[src/dcd_pkg.sv]
/*
 * Shared constants for the two-channel converter control block.
 * Assumes a 40 MHz module clock and byte accesses on the peripheral bus.
 */
package dcd_pkg;
    // Register byte addresses
    localparam logic [31:0] DCD_ADDR_CH0 = 32'h040000A0;
    localparam logic [31:0] DCD_ADDR_CH1 = 32'h040000A2;
    localparam logic [31:0] DCD_ADDR_CTRL = 32'h040000A4;
    // Control register fields
    localparam int DCD_BIT_OE1 = 7;
    localparam int DCD_BIT_OE0 = 6;
    localparam int DCD_BIT_DAE = 5;
    localparam logic [4:0] DCD_CTRL_FIXED_ONES = 5'h1F;
    // Reset values
    localparam logic [7:0] DCD_RST_DATA = 8'h00;
    localparam logic [7:0] DCD_RST_CTRL = 8'h1F;
    // Conversion timing: longest time rounds down to whole cycles
    localparam int DCD_CLK_PERIOD_PS = 25000;
    localparam int DCD_CONV_TIME_NS = 10000;
    localparam int DCD_CONV_CYC = (DCD_CONV_TIME_NS * 1000) / DCD_CLK_PERIOD_PS;
    localparam int DCD_CNT_W = 9;
    // Channel sequencer phases
    typedef enum logic [1:0] {
        DCD_IDLE = 2'b00,
        DCD_CONV = 2'b01,
        DCD_HOLD = 2'b10
    } dcd_phase_t;
endpackage

[src/dcd_chan_if.sv]
/*
 * Link between the register side and one conversion channel.
 * Assumes both ends run on the same module clock.
 */
`timescale 1ns/1ps
interface dcd_chan_if;
    logic [7:0] value;
    logic conv_en;
    logic standby;
    logic [7:0] level;
    logic settled;
    logic busy;
    modport ctrl (output value, output conv_en, output standby,
                  input level, input settled, input busy);
    modport conv (input value, input conv_en, input standby,
                  output level, output settled, output busy);
endinterface

[src/dcd_channel.sv]
/*
 * One conversion channel: times a conversion of the data value and holds
 * the resulting level. Assumes control inputs are synchronous to sys_clk.
 */
`timescale 1ns/1ps
module dcd_channel (
    // Clock and reset
    input wire logic sys_clk,
    input wire logic reset_n,
    // Link to the register side
    dcd_chan_if.conv ch
);
    typedef struct packed {
        dcd_pkg::dcd_phase_t phase;
        logic [dcd_pkg::DCD_CNT_W-1:0] cnt;
        logic [7:0] target;
        logic [7:0] level;
        logic settled;
    } dcd_chan_state_t;

    // Count includes the cycle that loads it, so the level lands within the limit
    localparam int CONV_LOAD_CYC = dcd_pkg::DCD_CONV_CYC - 1;
    localparam logic [dcd_pkg::DCD_CNT_W-1:0] CONV_LOAD =
        CONV_LOAD_CYC[dcd_pkg::DCD_CNT_W-1:0];

    dcd_chan_state_t st_ff;
    dcd_chan_state_t nxt_st;

    // Sequencer: restart on new data, freeze in standby, drop on disable
    always_comb
    begin
        nxt_st = st_ff;
        if (ch.standby)
        begin
            nxt_st = st_ff; // Output held during standby
        end
        else if (!ch.conv_en)
        begin
            nxt_st.phase = dcd_pkg::DCD_IDLE;
            nxt_st.settled = 1'b0; // Output released when disabled
        end
        else if (st_ff.phase == dcd_pkg::DCD_IDLE || ch.value != st_ff.target)
        begin
            nxt_st.phase = dcd_pkg::DCD_CONV; // Restart on new value
            nxt_st.target = ch.value;
            nxt_st.cnt = CONV_LOAD;
        end
        else if (st_ff.phase == dcd_pkg::DCD_CONV)
        begin
            if (st_ff.cnt == 1)
            begin
                nxt_st.phase = dcd_pkg::DCD_HOLD;
                nxt_st.level = st_ff.target; // Level is code over 256 of AVcc
                nxt_st.settled = 1'b1;
            end
            else
            begin
                nxt_st.cnt = st_ff.cnt - 1'b1;
            end
        end
    end

    // State register
    always_ff @(posedge sys_clk or negedge reset_n)
    begin
        if (!reset_n)
        begin
            st_ff <= '{dcd_pkg::DCD_IDLE, '0, 8'h00, 8'h00, 1'b0};
        end
        else
        begin
            st_ff <= nxt_st;
        end
    end

    // Results toward the register side
    assign ch.level = st_ff.level;
    assign ch.settled = st_ff.settled;
    assign ch.busy = (st_ff.phase == dcd_pkg::DCD_CONV);

    localparam int CONV_MAX = dcd_pkg::DCD_CONV_CYC + 1;

    a_conv_done: assert property (@(posedge sys_clk) disable iff (!reset_n)
        (ch.conv_en && !ch.standby && ch.value != st_ff.target)
        |=> ##[1:CONV_MAX] (st_ff.settled || ch.standby || !ch.conv_en || ch.value != st_ff.target))
        else $error("conversion did not finish in time");
    a_level_value: assert property (@(posedge sys_clk) disable iff (!reset_n)
        (st_ff.phase == dcd_pkg::DCD_CONV && st_ff.cnt == 1 && ch.conv_en && !ch.standby
         && ch.value == st_ff.target) |=> (st_ff.settled && ch.level == $past(st_ff.target)))
        else $error("converted level differs from data value");
    a_hold_level: assert property (@(posedge sys_clk) disable iff (!reset_n)
        (st_ff.phase == dcd_pkg::DCD_HOLD && ch.conv_en && ch.value == st_ff.target)
        |=> ($stable(ch.level) && ch.settled))
        else $error("held level changed without new data");
    a_standby_hold: assert property (@(posedge sys_clk) disable iff (!reset_n)
        ch.standby |=> ($stable(ch.level) && $stable(ch.settled)))
        else $error("output moved during standby");
    c_conv_done: cover property (@(posedge sys_clk) disable iff (!reset_n)
        $rose(ch.settled));
    c_restart: cover property (@(posedge sys_clk) disable iff (!reset_n)
        ch.busy && ch.conv_en && ch.value != st_ff.target);
endmodule

[src/dcd_top.sv]
/*
 * Register side of the two-channel converter control: two data registers,
 * one control register and the per-channel drive enables.
 * Assumes single-cycle byte accesses and inputs synchronous to sys_clk.
 */
// Notes on behaviour
// - Both data registers read and write, reset to zero, convert continuously when enabled.
// - Control register resets to 0x1F, with both enables and combining bit clear.
// - Control bit 7 enables channel 1 conversion and pin drive.
// - Control bit 6 enables channel 0 conversion and pin drive.
// - Bit 5 set lets either enable start both channels; clear keeps them independent.
// - Control bits 4 to 0 always read one; writes ignored.
// - Writing new data to an enabled channel restarts conversion; done within 10 us.
// - Driven level equals data value over 256 times the analogue reference.
// - Output holds until data changes or the channel enable clears.
// - Enable set drives the pin; enable clear releases it to input.
// - Entering standby while enabled keeps outputs held at last values.
`timescale 1ns/1ps
module dcd_top (
    // Clock and reset
    input wire logic sys_clk,
    input wire logic reset_n,
    // Peripheral byte bus
    input wire logic bus_sel,
    input wire logic bus_wr,
    input wire logic [31:0] bus_addr,
    input wire logic [7:0] bus_wdata,
    output logic [7:0] bus_rdata,
    output logic bus_ack,
    // Power state
    input wire logic standby,
    // Channel 0 analogue output
    output logic [7:0] analog_out_ch0_level,
    output logic analog_out_ch0_valid,
    output logic analog_out_ch0_oe,
    // Channel 1 analogue output
    output logic [7:0] analog_out_ch1_level,
    output logic analog_out_ch1_valid,
    output logic analog_out_ch1_oe
);
    typedef struct packed {
        logic [7:0] ch0_val;
        logic [7:0] ch1_val;
        logic ch1_oe;
        logic ch0_oe;
        logic combine;
        logic [7:0] rdata;
        logic ack;
    } dcd_regs_t;

    dcd_regs_t st_ff;
    dcd_regs_t nxt_st;
    dcd_chan_if ch0_if ();
    dcd_chan_if ch1_if ();

    // Control register image as read back
    function automatic logic [7:0] ctrl_image(input dcd_regs_t s);
        ctrl_image = {s.ch1_oe, s.ch0_oe, s.combine, dcd_pkg::DCD_CTRL_FIXED_ONES};
    endfunction

    // Byte access decode, write and read data
    always_comb
    begin
        nxt_st = st_ff;
        nxt_st.ack = bus_sel; // One-cycle answer
        nxt_st.rdata = 8'h00;
        if (bus_sel)
        begin
            case (bus_addr)
                dcd_pkg::DCD_ADDR_CH0:
                begin
                    nxt_st.rdata = st_ff.ch0_val;
                    if (bus_wr)
                    begin
                        nxt_st.ch0_val = bus_wdata;
                    end
                end
                dcd_pkg::DCD_ADDR_CH1:
                begin
                    nxt_st.rdata = st_ff.ch1_val;
                    if (bus_wr)
                    begin
                        nxt_st.ch1_val = bus_wdata;
                    end
                end
                dcd_pkg::DCD_ADDR_CTRL:
                begin
                    nxt_st.rdata = ctrl_image(st_ff); // Low bits fixed at one
                    if (bus_wr)
                    begin
                        nxt_st.ch1_oe = bus_wdata[dcd_pkg::DCD_BIT_OE1];
                        nxt_st.ch0_oe = bus_wdata[dcd_pkg::DCD_BIT_OE0];
                        nxt_st.combine = bus_wdata[dcd_pkg::DCD_BIT_DAE];
                    end
                end
                default:
                begin
                    nxt_st.rdata = 8'h00;
                end
            endcase
        end
    end

    // Register file, reset to documented values
    always_ff @(posedge sys_clk or negedge reset_n)
    begin
        if (!reset_n)
        begin
            st_ff.ch0_val <= dcd_pkg::DCD_RST_DATA;
            st_ff.ch1_val <= dcd_pkg::DCD_RST_DATA;
            st_ff.ch1_oe <= dcd_pkg::DCD_RST_CTRL[dcd_pkg::DCD_BIT_OE1];
            st_ff.ch0_oe <= dcd_pkg::DCD_RST_CTRL[dcd_pkg::DCD_BIT_OE0];
            st_ff.combine <= dcd_pkg::DCD_RST_CTRL[dcd_pkg::DCD_BIT_DAE];
            st_ff.rdata <= 8'h00;
            st_ff.ack <= 1'b0;
        end
        else
        begin
            st_ff <= nxt_st;
        end
    end

    // Conversion enable of one channel: its own bit, or the other bit when combined
    function automatic logic conv_enable(input logic own_oe, input logic other_oe,
        input logic comb);
        conv_enable = own_oe | (comb & other_oe);
    endfunction

    // Conversion enables, combined when the combining bit is set
    assign ch0_if.conv_en = conv_enable(st_ff.ch0_oe, st_ff.ch1_oe, st_ff.combine);
    assign ch1_if.conv_en = conv_enable(st_ff.ch1_oe, st_ff.ch0_oe, st_ff.combine);
    assign ch0_if.value = st_ff.ch0_val;
    assign ch1_if.value = st_ff.ch1_val;
    assign ch0_if.standby = standby;
    assign ch1_if.standby = standby;

    // Conversion channels
    dcd_channel u_ch0 (
        .sys_clk(sys_clk),
        .reset_n(reset_n),
        .ch(ch0_if.conv)
    );
    dcd_channel u_ch1 (
        .sys_clk(sys_clk),
        .reset_n(reset_n),
        .ch(ch1_if.conv)
    );

    // Outputs straight from flip-flops
    assign bus_rdata = st_ff.rdata;
    assign bus_ack = st_ff.ack;
    assign analog_out_ch0_level = ch0_if.level;
    assign analog_out_ch1_level = ch1_if.level;
    assign analog_out_ch0_valid = ch0_if.settled;
    assign analog_out_ch1_valid = ch1_if.settled;
    assign analog_out_ch0_oe = st_ff.ch0_oe; // Pin driven only while enabled
    assign analog_out_ch1_oe = st_ff.ch1_oe;

    // Register writes, read back and drive enables
    a_data_write: assert property (@(posedge sys_clk) disable iff (!reset_n)
        (bus_sel && bus_wr && bus_addr == dcd_pkg::DCD_ADDR_CH1)
        |=> (st_ff.ch1_val == $past(bus_wdata)))
        else $error("channel 1 data write lost");
    a_ctrl_readback: assert property (@(posedge sys_clk) disable iff (!reset_n)
        (bus_sel && !bus_wr && bus_addr == dcd_pkg::DCD_ADDR_CTRL)
        |=> (bus_ack && bus_rdata[4:0] == 5'h1F
             && bus_rdata[7] == analog_out_ch1_oe && bus_rdata[6] == analog_out_ch0_oe))
        else $error("control read back wrong");
    a_oe1_write: assert property (@(posedge sys_clk) disable iff (!reset_n)
        (bus_sel && bus_wr && bus_addr == dcd_pkg::DCD_ADDR_CTRL)
        |=> (analog_out_ch1_oe == $past(bus_wdata[7])))
        else $error("channel 1 drive enable not taken");
    a_oe0_write: assert property (@(posedge sys_clk) disable iff (!reset_n)
        (bus_sel && bus_wr && bus_addr == dcd_pkg::DCD_ADDR_CTRL)
        |=> (analog_out_ch0_oe == $past(bus_wdata[6])))
        else $error("channel 0 drive enable not taken");
    a_combine_off: assert property (@(posedge sys_clk) disable iff (!reset_n)
        (!standby && !st_ff.ch0_oe && !(st_ff.combine && st_ff.ch1_oe))
        |=> !analog_out_ch0_valid)
        else $error("channel 0 converting while disabled");
    a_pin_release: assert property (@(posedge sys_clk) disable iff (!reset_n)
        (bus_sel && bus_wr && bus_addr == dcd_pkg::DCD_ADDR_CTRL && !bus_wdata[6])
        |=> !analog_out_ch0_oe)
        else $error("channel 0 pin still driven");
    a_bus_answer: assert property (@(posedge sys_clk) disable iff (!reset_n)
        bus_sel |=> bus_ack ##1 (bus_ack == $past(bus_sel)))
        else $error("bus access not answered in one cycle");
    a_ch0_write: assert property (@(posedge sys_clk) disable iff (!reset_n)
        (bus_sel && bus_wr && bus_addr == dcd_pkg::DCD_ADDR_CH0)
        |=> (st_ff.ch0_val == $past(bus_wdata)))
        else $error("channel 0 data write lost");
    a_ch0_readback: assert property (@(posedge sys_clk) disable iff (!reset_n)
        (bus_sel && !bus_wr && bus_addr == dcd_pkg::DCD_ADDR_CH0)
        |=> (bus_ack && bus_rdata == st_ff.ch0_val))
        else $error("channel 0 data read back wrong");
    a_ch1_off: assert property (@(posedge sys_clk) disable iff (!reset_n)
        (!standby && !st_ff.ch1_oe && !(st_ff.combine && st_ff.ch0_oe))
        |=> !analog_out_ch1_valid)
        else $error("channel 1 converting while disabled");
    a_combine_on: assert property (@(posedge sys_clk) disable iff (!reset_n)
        (st_ff.combine && (st_ff.ch0_oe || st_ff.ch1_oe))
        |-> (ch0_if.conv_en && ch1_if.conv_en))
        else $error("combining bit did not enable both channels");
    a_pin1_release: assert property (@(posedge sys_clk) disable iff (!reset_n)
        (bus_sel && bus_wr && bus_addr == dcd_pkg::DCD_ADDR_CTRL && !bus_wdata[7])
        |=> !analog_out_ch1_oe)
        else $error("channel 1 pin still driven");
    // Bus answers outside the three registers
    a_unmapped_read: assert property (@(posedge sys_clk) disable iff (!reset_n)
        (bus_sel && bus_addr != dcd_pkg::DCD_ADDR_CH0 && bus_addr != dcd_pkg::DCD_ADDR_CH1
         && bus_addr != dcd_pkg::DCD_ADDR_CTRL) |=> (bus_ack && bus_rdata == 8'h00))
        else $error("unmapped address returned data");
    a_bus_idle: assert property (@(posedge sys_clk) disable iff (!reset_n)
        !bus_sel |=> (!bus_ack && bus_rdata == 8'h00))
        else $error("bus answered without a request");
    // Scenario covers
    c_both_on: cover property (@(posedge sys_clk) disable iff (!reset_n)
        analog_out_ch0_valid && analog_out_ch1_valid);
    c_combined: cover property (@(posedge sys_clk) disable iff (!reset_n)
        st_ff.combine && st_ff.ch0_oe && !st_ff.ch1_oe && analog_out_ch1_valid);
    c_standby_held: cover property (@(posedge sys_clk) disable iff (!reset_n)
        standby && analog_out_ch0_valid);
endmodule

[config.mk]
export PLATFORM = sky130hd
export DESIGN_NAME = dcd_top
export DESIGN_NICKNAME = d
export VERILOG_FILES = /design/src/dcd_pkg.sv /design/src/dcd_chan_if.sv /design/src/dcd_channel.sv /design/src/dcd_top.sv
export SDC_FILE = /design/constraint.sdc
export NUM_CORES = 1
export LEC_CHECK = 0
export BUFFER_PORTS_ARGS = -buffer_cell sky130_fd_sc_hd__buf_2
export CAP_MARGIN = 30
export CORE_MARGIN = 1.5
export CORE_UTILIZATION = 43
export DETAILED_ROUTE_END_ITERATION = 8
export PLACE_DENSITY_LB_ADDON = 0.15
export SLEW_MARGIN = 10
export SYNTH_ARGS = -nofsm -noshare
export SYNTH_HDL_FRONTEND = slang
export SYNTH_SLANG_ARGS = --single-unit
[constraint.sdc]
create_clock -name sys_clk -period 3.1 [get_ports sys_clk]
set_input_delay 0.155 -clock sys_clk [delete_from_list [all_inputs] [get_ports sys_clk]]
set_output_delay 0.155 -clock sys_clk [all_outputs]
set_load 0.03 [all_outputs]
# After elaboration in Yosys (flattened, before gate mapping)
# Index checks and enable logic that the tools add are counted.
[word_totals] register_bits=84 output_inout_bits=29 word_cells=86
[classes] bitwise_logic=7 add_sub_neg=2 n_eq_ne=21 n_reduce_logical=19 mux=20
[ops] cell="$eq 32x27->1 const B" count=3
[ops] cell="$mux 11" count=4
[ops] cell="$pmux 8 s3" count=1
[ops] cell="$reduce_and 3->1" count=7
[ops] cell="$eq 9x1->1 const B" count=2
[ops] cell="$mux 9" count=2
[ops] cell="$sub 9x1->9 const B" count=2
[ops] cell="$ne 8x8->1" count=2
[ops] cell="$reduce_and 4->1" count=4
[ops] cell="$ne 2x2->1 const B" count=6
[ops] cell="$ne 3x3->1 const B" count=4
[ops] cell="$reduce_and 5->1" count=2
[ops] cell="$mux 1" count=8
[ops] cell="$mux 2" count=4
[ops] cell="$mux 8" count=1
[ops] cell="$eq 2x1->1 const B" count=2
[ops] cell="$logic_not 2->1" count=2
[ops] cell="$ne 2x1->1 const B" count=2
[ops] cell="$reduce_bool 2->1" count=2
[ops] cell="$not 1->1" count=3
[ops] cell="$and 1x1->1" count=2
[ops] cell="$logic_or 1x1->1" count=2
[ops] cell="$or 1x1->1" count=2

# Depth between registers and ports, before layout
[logic_depth] word_depth=5 mapped_depth=8

# Modules after synthesis
# From an unflattened synthesis, not the netlist that was laid out.
[unflattened] hier_cells=375 area_unflattened_um2=4424.2
[modules_own_cells] mod="dcd_channel" cells_each=132 area_per_inst_um2=1556.5 n_inst=2 seq_area_each_um2=700.7
[modules_own_cells] mod="dcd_top" cells_each=111 area_per_inst_um2=1311.3 n_inst=1 seq_area_each_um2=700.7

# Least setup slack after synthesis
# Ideal clock, no wire load.
[synth_path] path_kind="register -> register" startpoint="register u_ch1.st_ff[18] in the netlist's numbering" endpoint="register u_ch1.st_ff, in the netlist u_ch1.ch.level[0]" n_path_buf=1 setup_ns=0.125 slack_ns=0.637 path_stages_with_launch=9 synth_period_minus_slack_ns=2.463 arrival_time_ns=2.338 path_cell_list="dfrtp_1 > inv_1 > ha_1 > nor4b_2 > nand2_1 > or4_1 > or4_1 > buf_6 > mux2_4"
[synth_between] elab_chain_cells=2
[synth_lines] element="start: declaration" line="dcd_channel.sv:26" source="dcd_chan_state_t st_ff;"
[synth_lines] element="start signal: assignment" line="dcd_channel.sv:68" source="st_ff <= '{dcd_pkg::DCD_IDLE, '0, 8'h00, 8'h00, 1'b0};"
[synth_lines] element="start signal: assignment" line="dcd_channel.sv:72" source="st_ff <= nxt_st;"
[synth_lines] element="$eq 9x1->1" line="dcd_channel.sv:50" source="if (st_ff.cnt == 1)"
[synth_lines] element="$reduce_and 5->1 (no source line)"
# Every way passes these cells.
# A chain may end at the register's enable or synchronous reset.

# Worst setup path after layout
[layout_path] startpoint="register u_ch1.st_ff[18] in the netlist's numbering" endpoint="register u_ch1.st_ff, in the netlist u_ch1.ch.level[3]"
# The elaborated chain is that of the path after synthesis.

==> results.txt <==
outcome -> completed
TritonCTS clock tree -> yes
number of pins with negative max-slew slack in the final report -> 0
Post-DP Area -> 4480 um^2
reported leakage power -> 2.45 nW
worst-case clock skew -> 0.00915 ns
worst endpoint data arrival time -> 2.99 ns
final weighted congestion of routability-driven global placement -> 0.748
detail-routed net length per standard cell -> 14.3 um
hold crit path type -> in2reg
syn_nets -> 407
CTS Buf Count -> 9
leading cell type in the layout, fill and taps excluded -> dfrtp_1
Critical R2R Launch -> u_ch1.st_ff[18]
stage delay of the slowest cell on the critical path -> 0.78 ns
worst setup path category -> reg2reg
distinct cell type count after synthesis -> 39
nature of the critical path endpoint -> flip-flop
Max Fanout on Critical Path -> 8
commonest cells after routing, fill and taps aside -> dfrtp_1 (84), buf_2 (72), mux2_2 (43)
met3 global-route usage -> 4.72%
number of iterations in the first detailed-routing pass -> 4
dpl hpwl -> 5870 um
number of global-route vias before repair -> 2701
normalized max-slew margin -> 56.4%
fraction of synthesis flops using an asynchronous set or reset pin -> 100%
drc violations -> 0
post-detailed-route via-to-cell ratio -> 4.93
first-pass GRT wire length -> 13400 um
total wirelength of the detailed-routed design -> 7860 um
number of primary I/O pins -> 74
grt met1 use -> 22.5%
number of enable flip-flop cells after synthesis -> 0
die area -> 10200 um^2
crit-path most repeated cell -> or4_1
GRT busiest layer -> met2
number of DRC violations after detailed-routing iteration 0 -> 114
maximum achievable frequency -> 363 MHz
antenna violations before repair -> 0
layout cells sized above 1 -> 35.4%
post-synthesis cell count -> 358
root cell of the clock tree -> clkbuf_8
aggregate negative setup slack -> 0 ns
number of nets still failing antenna checks after routing -> 0
nets -> 465
vias after detailed routing -> 2709
number of hold violations in the final report -> 0
maximum number of pins on one net before global-route repair -> 45
relative area change from synthesis to final layout -> 14.6%
count of standard-cell rows -> 35
WHS Endpoint -> ch1_if.value[2]
total routing usage reported by global routing -> 17.0%
post-route design area -> 4710 um^2
Final Hold Slack -> 0.0501 ns
Worst-path clk slew -> 0.08 ns
H-Tree Level Count -> 3
MaxCap Viol Count -> 0
Tightest Pin Transition -> 0.652 ns
post_cts resized -> 0
die width -> 101 um
latest clock arrival within the worst-skew pair -> 0.35 ns
worst reg2reg endpoint -> u_ch1.ch.level[3]
slowest stage cell, crit path -> or4_1
power per standard cell area -> 431 nW/um^2
total power draw -> 2.03 mW
yosys warns -> 0
total of flip-flops plus latches after synthesis -> 84
reg2reg path depth -> 7
maximum resistive drop on vdd -> 202 uV
Clock Tree Buf Depth -> 2
data required time at the worst endpoint -> 3.34 ns
CP cell instances -> inv_1, ha_1, nor4b_2, nand2_1, or4_1, or4_1, mux2_4
start point of the worst hold path -> bus_wdata[2]
Initial Utilization -> 44.5%
setup repair after global routing missed its margin -> no
Core Region -> 9240 um^2
flop2flop setup slack -> 0.34 ns
clock sink count -> 84
number of cells on the worst hold path -> 2
global-route congestion overflow total -> 0
minimum clock period after layout -> 2.76 ns
share of the yosys chip area belonging to registers -> 51.1%
gate family responsible for the most delay along the worst path -> simple AND/OR/NAND/NOR gates
height of the die -> 101 um
share of the clock period used by the worst path -> 88.9%
startpoint type of the worst setup path -> flip-flop
Antenna Cells -> 0
Final Core Density -> 51.0%
primary flip-flop cell chosen by synthesis mapping -> dfrtp_1
count of buffering cells on the critical path with inverters included -> 1
Mean Syn Cell Area -> 11.5 um^2
met2 track demand over resource in global routing -> 27.0%
quantity of I/O buffers inserted on ports -> 73
# setup viols final -> 0
mapped cell area -> 4110 um^2
[layout make-up]
| cell class | count | area [um^2] |
|---|---|---|
| Fill cell | 852 | 4530 |
| Sequential cell | 84 | 2100 |
| Multi-Input combinational cell | 235 | 1760 |
| Timing Repair Buffer | 80 | 445 |
| Tap cell | 129 | 161 |
| Clock buffer | 11 | 141 |
| Clock inverter | 5 | 75.1 |
| Inverter | 6 | 22.5 |
[logic make-up after synthesis]
| group | share of synthesized area (%) |
|---|---|
| simple gates | 15.4 |
| flops | 51.1 |
| mux | 15.4 |
| buf+inv | 5.94 |
| compound gates | 4.47 |
| xor+xnor | 6.39 |
| fa+ha+maj | 1.22 |
[power by group]
part           internal [mW]  switching (mW)  leakage [nW]
sequential              1.10         0.00415          1.15
clock                  0.472           0.372         0.113
combinational         0.0349          0.0484          1.18
[routing by layer]
metal | vias up | wire (um)
li1 | 1350 | -
met1 | 1300 | 3780
met2 | 45 | 3700
met3 | 14 | 258
met4 | 0 | 125
met5 | - | 0
[Yosys cell counts, drive strengths merged (6+ instances only)]
cell type,number,area [um^2]
nand3,7,35.0
buf,25,191
inv,6,22.5
a21oi,16,80.1
dfrtp,84,2100
xnor2,16,140
clkbuf,8,30.0
nor4,10,83.8
nand4,9,56.3
xor2,14,123
nand2,17,63.8
mux2,51,604
nor3,8,40.0
nor2,39,146
[worst register-to-register path: cells and delay by family (launching register included)]
family | cells | cell delay (ns)
adders and majority gates | 1 | 0.15
buffers and inverters | 1 | 0.10
DFF | 1 | 0.38
muxes | 1 | 0.39
and+or+nand+nor | 4 | 1.64
[worst max path at each step]
| stage | slack, ns | cells after the start | end | start |
|---|---|---|---|---|
| after floorplan | 0.64 | 8 | u_ch1.ch.level[0] | u_ch1.st_ff[18] |
| after global placement | 0.38 | 7 | u_ch1.ch.level[2] | u_ch1.st_ff[18] |
| after detailed placement | 0.34 | 7 | u_ch1.ch.level[3] | u_ch1.st_ff[18] |
| after CTS | 0.32 | 7 | u_ch1.ch.level[3] | u_ch1.st_ff[18] |
| after global routing | 0.18 | 7 | u_ch1.ch.level[3] | u_ch1.st_ff[18] |
| final | 0.34 | 7 | u_ch1.ch.level[3] | u_ch1.st_ff[18] |
[state kept, by name (all words and copies together) (netlist names)]
register,flops
bus_ack,1
analog_out_ch1_oe,1
u_ch0.ch.settled,1
analog_out_ch0_oe,1
u_ch1.ch.level,8
u_ch0.st_ff,19
st_ff,1
u_ch1.ch.settled,1
bus_rdata,8
u_ch0.ch.level,8
u_ch1.st_ff,19
ch0_if.value,8
ch1_if.value,8
[metrics by stage]
stage               std cells  setup slack [ns]
detailed placement        532             0.337
CTS                       550             0.316
finish                    550             0.343
global placement          531             0.378
global route              550             0.179
floorplan                 358             0.637
[what timing repair did]
| item | in CTS | in global routing |
|---|---|---|
| hold endpoints to repair | 41 | 0 |
| hold buffers | 2 | 0 |
| buffers inserted | 0 | 0 |
Note: power is estimated with default switching activity, not from simulation.
